[src/include/pci_irq_router_cfg.svh]
`ifndef PCI_IRQ_ROUTER_CFG_SVH
`define PCI_IRQ_ROUTER_CFG_SVH

// I/O port addresses
`define IRQR_INDEX_ADDR 16'h0c00
`define IRQR_DATA_ADDR 16'h0c01

// Indirect register indices behind the data port
`define IRQR_IDX_ROUTE_LAST 8'h0f
`define IRQR_IDX_MODE 8'h10
`define IRQR_IDX_APIC0_MASK_LO 8'h20
`define IRQR_IDX_APIC0_MASK_HI 8'h21
`define IRQR_IDX_APIC1_MASK_LO 8'h22
`define IRQR_IDX_APIC1_MASK_HI 8'h23
`define IRQR_IDX_PIC_MASK_LO 8'h30
`define IRQR_IDX_PIC_MASK_HI 8'h31

// Mode register fields
`define IRQR_MODE_LSB 0
`define IRQR_MODE_MSB 1
`define IRQR_MODE_SECOND_APIC_BIT 2

// Route field: 0 means unmapped, otherwise the legacy line number
`define IRQR_ROUTE_W 4
`define IRQR_ROUTE_NONE 4'h0

// The 11 legacy lines a PCI input may be steered to
`define IRQR_ALLOWED_LINES 16'hdef8

// Reset values
`define IRQR_INDEX_RST 8'h00
`define IRQR_APIC_MASK_RST 16'hffff
`define IRQR_PIC_MASK_RST 16'hffff

// Slave controller cascades into master line 2
`define IRQR_CASCADE_LINE 2

`endif

[src/include/pci_irq_router_pkg.sv]
package pci_irq_router_pkg;

    typedef enum logic [1:0] {
        MODE_LEGACY,
        MODE_VWIRE,
        MODE_SMP
    } irq_mode_t;

    typedef struct packed {
        logic [15:0] addr;
        logic wr;
        logic rd;
        logic [7:0] wdata;
    } io_req_t;

    typedef struct packed {
        logic cpu_intr;
        logic lint0_intr;
        logic pend_valid;
        logic [3:0] pend_line;
    } cpu_irq_t;

endpackage : pci_irq_router_pkg

[src/verilog/pci_irq_router.sv]
`timescale 1ns/1ps
`include "pci_irq_router_cfg.svh"
module pci_irq_router #(
    parameter int N_PCI = 16,
    parameter int N_ISA = 16
) (
    input wire logic sys_clk,
    input wire logic nrst,
    input wire pci_irq_router_pkg::io_req_t io_req,
    output logic [7:0] io_rdata,
    input wire logic [N_PCI-1:0] pci_irq,
    output logic [N_ISA-1:0] isa_irq,
    output logic [N_PCI-1:0] apic0_irq,
    output logic [N_ISA-1:0] apic1_irq,
    output pci_irq_router_pkg::cpu_irq_t cpu_irq
);

    localparam logic [N_ISA-1:0] ALLOWED = N_ISA'(`IRQR_ALLOWED_LINES);

    logic [7:0] index_reg;
    logic [`IRQR_ROUTE_W-1:0] route_reg [N_PCI];
    pci_irq_router_pkg::irq_mode_t mode_reg;
    logic second_apic_config;
    logic [15:0] apic0_mask_reg;
    logic [15:0] apic1_mask_reg;
    logic [15:0] pic_mask_reg;

    logic wr_index;
    logic wr_data;
    logic rd_any;
    logic [N_ISA-1:0] hit [N_PCI];
    logic [N_ISA-1:0] isa_next;
    logic [N_ISA-1:0] pic_req;
    logic [7:0] data_next;
    logic [3:0] pend_line_next;
    logic pend_valid_next;
    logic [`IRQR_ROUTE_W-1:0] wr_route;

    assign wr_index = io_req.wr && io_req.addr == `IRQR_INDEX_ADDR;
    assign wr_data = io_req.wr && io_req.addr == `IRQR_DATA_ADDR;
    assign rd_any = io_req.rd && (io_req.addr == `IRQR_INDEX_ADDR ||
                                  io_req.addr == `IRQR_DATA_ADDR);
    // A write naming a line outside the allowed set leaves the input unmapped
    assign wr_route = ALLOWED[io_req.wdata[`IRQR_ROUTE_W-1:0]] ?
                      io_req.wdata[`IRQR_ROUTE_W-1:0] : `IRQR_ROUTE_NONE;

    always_ff @(posedge sys_clk) begin
        if (!nrst) begin
            index_reg <= `IRQR_INDEX_RST;
        end else if (wr_index) begin
            index_reg <= io_req.wdata;
        end
    end

    // Route table: one entry per PCI input, cleared at reset
    always_ff @(posedge sys_clk) begin
        if (!nrst) begin
            for (int i = 0; i < N_PCI; i++) begin
                route_reg[i] <= `IRQR_ROUTE_NONE;
            end
        end else if (wr_data && index_reg <= `IRQR_IDX_ROUTE_LAST) begin
            route_reg[index_reg[3:0]] <= wr_route;
        end
    end

    always_ff @(posedge sys_clk) begin
        if (!nrst) begin
            mode_reg <= pci_irq_router_pkg::MODE_LEGACY;
            second_apic_config <= 1'b0;
        end else if (wr_data && index_reg == `IRQR_IDX_MODE) begin
            // Encoding 3 is not a mode; the old mode is kept
            case (io_req.wdata[`IRQR_MODE_MSB:`IRQR_MODE_LSB])
                2'h0: mode_reg <= pci_irq_router_pkg::MODE_LEGACY;
                2'h1: mode_reg <= pci_irq_router_pkg::MODE_VWIRE;
                2'h2: mode_reg <= pci_irq_router_pkg::MODE_SMP;
                default: mode_reg <= mode_reg;
            endcase
            second_apic_config <= io_req.wdata[`IRQR_MODE_SECOND_APIC_BIT];
        end
    end

    always_ff @(posedge sys_clk) begin
        if (!nrst) begin
            apic0_mask_reg <= `IRQR_APIC_MASK_RST;
            apic1_mask_reg <= `IRQR_APIC_MASK_RST;
            pic_mask_reg <= `IRQR_PIC_MASK_RST;
        end else if (wr_data) begin
            if (index_reg == `IRQR_IDX_APIC0_MASK_LO) begin
                apic0_mask_reg[7:0] <= io_req.wdata;
            end else if (index_reg == `IRQR_IDX_APIC0_MASK_HI) begin
                apic0_mask_reg[15:8] <= io_req.wdata;
            end else if (index_reg == `IRQR_IDX_APIC1_MASK_LO) begin
                apic1_mask_reg[7:0] <= io_req.wdata;
            end else if (index_reg == `IRQR_IDX_APIC1_MASK_HI) begin
                apic1_mask_reg[15:8] <= io_req.wdata;
            end else if (index_reg == `IRQR_IDX_PIC_MASK_LO) begin
                pic_mask_reg[7:0] <= io_req.wdata;
            end else if (index_reg == `IRQR_IDX_PIC_MASK_HI) begin
                pic_mask_reg[15:8] <= io_req.wdata;
            end
        end
    end

    // Per-input decode; an unmasked APIC entry takes the input away from
    // the legacy lines so the OS can hand over from PIC to APIC cleanly
    for (genvar i = 0; i < N_PCI; i++) begin : g_route
        always_comb begin
            hit[i] = '0;
            if (pci_irq[i] && apic0_mask_reg[i] &&
                route_reg[i] != `IRQR_ROUTE_NONE) begin
                hit[i][route_reg[i]] = 1'b1;
            end
        end
    end

    always_comb begin
        isa_next = '0;
        for (int i = 0; i < N_PCI; i++) begin
            isa_next = isa_next | hit[i];
        end
    end

    // Master and slave controller: lowest line wins, the slave's lines
    // take the priority of the cascade input on the master
    assign pic_req = isa_next & ~pic_mask_reg;
    always_comb begin
        pend_valid_next = 1'b0;
        pend_line_next = 4'h0;
        for (int m = 7; m >= 0; m--) begin
            if (m == `IRQR_CASCADE_LINE && |pic_req[15:8]) begin
                pend_valid_next = 1'b1;
                for (int s = 15; s >= 8; s--) begin
                    if (pic_req[s]) begin
                        pend_line_next = 4'(s);
                    end
                end
            end else if (pic_req[m]) begin
                pend_valid_next = 1'b1;
                pend_line_next = 4'(m);
            end
        end
    end

    always_ff @(posedge sys_clk) begin
        if (!nrst) begin
            isa_irq <= '0;
            cpu_irq <= '0;
        end else begin
            isa_irq <= isa_next;
            cpu_irq.pend_valid <= pend_valid_next;
            cpu_irq.pend_line <= pend_line_next;
            // Legacy drives INTR directly, virtual wire through LINT0
            cpu_irq.cpu_intr <= pend_valid_next &&
                mode_reg == pci_irq_router_pkg::MODE_LEGACY;
            cpu_irq.lint0_intr <= pend_valid_next &&
                mode_reg == pci_irq_router_pkg::MODE_VWIRE;
        end
    end

    always_ff @(posedge sys_clk) begin
        if (!nrst) begin
            apic0_irq <= '0;
            apic1_irq <= '0;
        end else begin
            apic0_irq <= pci_irq & ~apic0_mask_reg;
            apic1_irq <= second_apic_config ?
                         (isa_next & ~apic1_mask_reg) : '0;
        end
    end

    always_comb begin
        data_next = 8'h00;
        if (io_req.addr == `IRQR_INDEX_ADDR) begin
            data_next = index_reg;
        end else if (index_reg <= `IRQR_IDX_ROUTE_LAST) begin
            data_next = 8'(route_reg[index_reg[3:0]]);
        end else if (index_reg == `IRQR_IDX_MODE) begin
            data_next = {5'h00, second_apic_config, mode_reg};
        end else if (index_reg == `IRQR_IDX_APIC0_MASK_LO) begin
            data_next = apic0_mask_reg[7:0];
        end else if (index_reg == `IRQR_IDX_APIC0_MASK_HI) begin
            data_next = apic0_mask_reg[15:8];
        end else if (index_reg == `IRQR_IDX_APIC1_MASK_LO) begin
            data_next = apic1_mask_reg[7:0];
        end else if (index_reg == `IRQR_IDX_APIC1_MASK_HI) begin
            data_next = apic1_mask_reg[15:8];
        end else if (index_reg == `IRQR_IDX_PIC_MASK_LO) begin
            data_next = pic_mask_reg[7:0];
        end else if (index_reg == `IRQR_IDX_PIC_MASK_HI) begin
            data_next = pic_mask_reg[15:8];
        end
    end

    always_ff @(posedge sys_clk) begin
        if (!nrst) begin
            io_rdata <= 8'h00;
        end else if (rd_any) begin
            io_rdata <= data_next;
        end else begin
            io_rdata <= 8'h00;
        end
    end

    logic route_bad;
    always_comb begin
        route_bad = 1'b0;
        for (int i = 0; i < N_PCI; i++) begin
            if (route_reg[i] != `IRQR_ROUTE_NONE && !ALLOWED[route_reg[i]]) begin
                route_bad = 1'b1;
            end
        end
    end

    property p_reset_unmapped;
        @(posedge sys_clk) $past(!nrst) && nrst |-> isa_irq == '0;
    endproperty
    a_reset_unmapped: assert property (p_reset_unmapped)
        else $error("legacy lines active right after reset");

    property p_index_write;
        @(posedge sys_clk) disable iff (!nrst)
        wr_index |=> index_reg == $past(io_req.wdata);
    endproperty
    a_index_write: assert property (p_index_write)
        else $error("index register did not take the write");

    property p_route_allowed;
        @(posedge sys_clk) disable iff (!nrst) !route_bad;
    endproperty
    a_route_allowed: assert property (p_route_allowed)
        else $error("route holds a line outside the allowed set");

    property p_mask_gates;
        @(posedge sys_clk) disable iff (!nrst)
        (pci_irq & apic0_mask_reg) == '0 |=> isa_irq == '0;
    endproperty
    a_mask_gates: assert property (p_mask_gates)
        else $error("legacy line driven by an unmasked APIC input");

    property p_apic0_pass;
        @(posedge sys_clk) disable iff (!nrst)
        nrst |=> apic0_irq == $past(pci_irq & ~apic0_mask_reg);
    endproperty
    a_apic0_pass: assert property (p_apic0_pass)
        else $error("default APIC output does not follow inputs");

    property p_apic1_off;
        @(posedge sys_clk) disable iff (!nrst)
        !second_apic_config |=> apic1_irq == '0;
    endproperty
    a_apic1_off: assert property (p_apic1_off)
        else $error("second APIC active outside extended config");

    property p_smp_quiet;
        @(posedge sys_clk) disable iff (!nrst)
        mode_reg == pci_irq_router_pkg::MODE_SMP |=>
            !cpu_irq.cpu_intr && !cpu_irq.lint0_intr;
    endproperty
    a_smp_quiet: assert property (p_smp_quiet)
        else $error("legacy interrupt seen in symmetric mode");

    property p_legacy_intr;
        @(posedge sys_clk) disable iff (!nrst)
        mode_reg == pci_irq_router_pkg::MODE_LEGACY && pic_req != '0
            |=> cpu_irq.cpu_intr && !cpu_irq.lint0_intr;
    endproperty
    a_legacy_intr: assert property (p_legacy_intr)
        else $error("legacy request did not reach the processor");

    property p_single_route;
        @(posedge sys_clk) disable iff (!nrst)
        pci_irq == 16'h0001 && apic0_mask_reg[0] &&
            route_reg[0] == 4'hb |=> isa_irq == 16'h0800;
    endproperty
    a_single_route: assert property (p_single_route)
        else $error("single input not translated to its line");

endmodule : pci_irq_router

[config.mk]
export PLATFORM = sky130hd
export DESIGN_NAME = pci_irq_router
export DESIGN_NICKNAME = d
export VERILOG_FILES = /design/src/include/pci_irq_router_pkg.sv /design/src/verilog/pci_irq_router.sv
export VERILOG_INCLUDE_DIRS = /design/src /design/src/include
export SDC_FILE = /design/constraint.sdc
export NUM_CORES = 1
export LEC_CHECK = 0
export BUFFER_PORTS_ARGS = -buffer_cell sky130_fd_sc_hd__buf_2
export CAP_MARGIN = 20
export CORE_UTILIZATION = 25
export CTS_CLUSTER_SIZE = 24
export DETAILED_ROUTE_END_ITERATION = 7
export HOLD_SLACK_MARGIN = 0.08
export PLACE_DENSITY = 0.43
export SYNTH_ARGS = -nofsm -noshare
export SYNTH_HDL_FRONTEND = slang
export SYNTH_SLANG_ARGS = --single-unit
[constraint.sdc]
create_clock -name sys_clk -period 2.8 [get_ports sys_clk]
set_input_delay 0.56 -clock sys_clk [delete_from_list [all_inputs] [get_ports sys_clk]]
set_output_delay 0.56 -clock sys_clk [all_outputs]
set_load 0.01 [all_outputs]
==> metrics.md <==
| Metric | Value |
|---|---|
| Sequential cell area fraction in the yosys report | `between 40% and 50%` |
| Critical path's most frequent cell | `nor4_1` |
| Nets | `about 1300` |
| Share of cells above drive strength 1 | `between 20% and 30%` |
| Required time of the worst setup path | `approximately 3.2 ns` |
| Root buf cell | `clkbuf_16` |
| Number of distinct library cells after synthesis | `80` |
| Routability cong. | `0.975` |
| Via/cell ratio | `~5.4` |
| Vias | `a little under 10000` |
| Period utilisation layout | `97.6%` |
| Routed WL | `roughly 50000 um` |
| Final min period | `~2.7 ns` |
| Max reg flops | `64` |
| Drt wl/cell | `27.5 um` |
| Total GRT Usage | `24.9%` |
| Post-Syn Instances | `slightly above 1000` |
| Outcome | `completed` |
| Worst path slowest cell | `edfxtp_1` |
| Fin cells | `1824` |
| Drt first pass iters | `5` |
| N_diodes | `0` |
| GR Overflow Total | `0` |
| CTS Sinks | `190` |
| Hold_buf cts | `0` |
| Initial drt markers | `approximately 950` |
| CP peak stage delay | `~0.6 ns` |
| Category of the most critical setup path | `flip-flop to flip-flop` |
| Cell area after synthesis | `between 0.009 and 0.01 mm2` |
| CTS tree | `done` |
| Crit Path Max Fanout | `7` |
| CTS buffer count | `17` |
| Setup_tns | `0 ns` |
| Synth Register Bits | `190` |
| RR Startpoint | `route_reg[2][1]` |
| Power Dens Cells | `a little under 500 mW/mm2` |
| Crit path arrival time | `roughly 3.1 ns` |
| Worst hold path type | `input port to flip-flop` |
| H-tree levels | `4` |
| Final setup viols | `0` |
| Initial antenna violation count | `1` |
| ANT nets after route | `0` |
| Initial core utilization | `roughly 25%` |
| Max Clock Freq | `around 370 MHz` |
| Ys Warns | `0` |
| R2r setup slk | `0.07 ns` |
| Worst hold start | `pci_irq[4]` |
| Worst hold margin | `~0.34 ns` |
| DIE HEIGHT | `roughly 200 um` |
| Placed cell count | `~1800` |
| Area growth syn-to-layout | `30.6%` |
| Max-Cap Viols | `0` |
| Slew @ Worst Pin | `~0.7 ns` |
| Syn Area/Cell | `9.54 um2` |
| Max Slew Vio Count | `0` |
| Clk_lat worst skew | `around 0.47 ns` |
| FF/Latch Area | `between 0.004 and 0.005 mm2` |
| Prevailing post-synth register cell | `dfxtp_1` |
| Largest net degree at the start of global routing | `between 90 and 100` |
| Ys async rst share | `0%` |
| Reg2reg path depth | `8` |
| Worst-case clock buffer depth | `2` |
| WHS Path Cells | `3` |
| First-pass GRT wire length | `70800 um` |
| Port-buffer cells | `106` |
| FILL cells | `approximately 4100` |
| Multi-input gate area | `~0.0053 mm2` |
| Hold Vio Cnt, Final | `0` |
| Relative max-transition margin | `52.4%` |
| Number of global-route vias before repair | `9658` |
| Leak Pwr | `~5 nW` |
| DRC errors left | `0` |
| WHS Endpoint | `apic0_irq[4]` |
| Worst-path clk slew | `around 0.080 ns` |
| Worst IR Drop VDD | `415 uV` |
| Worst R2R End | `cpu_irq[6]` |
| Num ports | `107` |
| Crit path capture type | `flip-flop` |
| Number of flops mapped to enable cells by yosys | `64` |
| Setup Skew | `approximately 0.0084 ns` |
| Total die area | `about 0.040 mm2` |
| Die Wd | `between 200 and 250 um` |
| Startpoint types | `flip-flop` |
| Crit path cell chain | `nand2b_2, o22ai_1, or4_4, nor2_4, nor2_1, nor4_1, and4bb_1, nor4_1` |
| Core area | `~0.039 mm2` |
| FP Rows | `around 70` |
| Dpl hpwl | `41000 um` |
==> cells in the final DEF (no fill, tap or decap), types with 8 or more instances in the layout <==
master / synthesis / final
mux4_2: 16 / 16
a21oi_1: 21 / 20
nor3_1: 24 / 24
mux2i_1: 33 / 33
edfxtp_1: 64 / 64
o32ai_1: 18 / 18
buf_2: 6 / 105
nand2b_1: 21 / 20
nor4_1: 11 / 8
nand4_1: 21 / 21
nand2_1: 122 / 122
o22ai_1: 99 / 99
and2_1: 11 / 11
or4bb_1: 10 / 10
nor3b_1: 9 / 9
nor2_1: 149 / 149
dfxtp_1: 126 / 126
and3_1: 8 / 8
buf_4: 0 / 171
nand3_1: 58 / 58
inv_1: 8 / 8
nand4b_1: 27 / 27
clkbuf_16: 0 / 18
==> metrics by stage <==
| step | area (um2) | setup slack, ns | total power, mW | utilization (%) |
|---|---|---|---|---|
| final | 12900 | 0.0678 | 6.26 | 33.2 |
| after global routing | 12900 | -0.0104 | 6.46 | 33.2 |
| after CTS | 12800 | 0.0109 | 6.30 | 33.0 |
| after detailed placement | 12200 | -0.166 | 3.71 | 31.4 |
| after global placement | 12200 | -0.154 | 3.72 | 31.4 |
| after floorplan | 9860 | 0.267 | 3.29 | - |
==> cell usage after synthesis (all sizes together) (20+ instances only) <==
master,n,share of area [%]
mux2i,33,3.4
nor2,153,6.0
a21oi,26,1.6
mux4,20,4.7
edfxtp,64,19
clkbuf,33,1.4
nor3,28,1.7
nand3,59,3.0
nand2b,23,1.5
nand4b,32,3.2
o22ai,100,6.4
nand4,24,1.9
dfxtp,126,26
nand2,124,4.8
==> cell type report <==
| cell class | count | area share [%] |
|---|---|---|
| Inverter | 9 | 0.262 |
| Clock inverter | 14 | 1.29 |
| Tap cell | 518 | 5.03 |
| Sequential cell | 190 | 34.5 |
| Clock buffer | 18 | 3.50 |
| Multi-Input combinational cell | 796 | 40.9 |
| Timing Repair Buffer | 279 | 14.5 |
==> layer usage <==
layer	routed length, um	GRT usage, %	vias up
met4	2320	12.3	2
met2	22700	39.2	363
met3	2560	3.77	83
li1	-	-	4489
met1	22600	33.2	4931
met5	11	0	-
==> repair_timing <==
item                       4_1_cts  5_1_grt
setup endpoints to repair        4        5
resized for setup                1        6
pin swaps                        0        2
buffers inserted                 0        6
==> kinds of logic after synthesis <==
kind of cell	share of synthesized area [%]
simple gates	30.8
compound gates	13.8
flops	45.1
mux	8.07
buf+inv	2.01
xor+xnor	0.178
other cells	0.0380
==> worst max-delay path: cells and delay by family, from the launching register on <==
| family | cells | cell delay (ns) |
|---|---|---|
| AO/OA/AOI/OAI | 1 | 0.16 |
| AND/OR/NAND/NOR | 7 | 1.84 |
| flip-flops | 1 | 0.61 |
==> where the power goes <==
part	switching (mW)	internal (mW)
clock network	1.27	1.33
registers	0.0758	2.90
logic	0.429	0.265
==> worst max-delay path by stage <==
stage | slack, ns | cells past startpoint | start | to
global placement | -0.15 | 9 | pci_irq[10] | cpu_irq[5]
detailed placement | -0.17 | 10 | pci_irq[7] | cpu_irq[0]
floorplan | 0.27 | 9 | io_req[14] | route_reg[11][0]
CTS | 0.01 | 9 | route_reg[6][3] | cpu_irq[0]
global route | -0.01 | 10 | apic0_mask_reg[0] | cpu_irq[0]
finish | 0.07 | 8 | route_reg[2][1] | cpu_irq[6]
(Power assumes the default switching activity.)
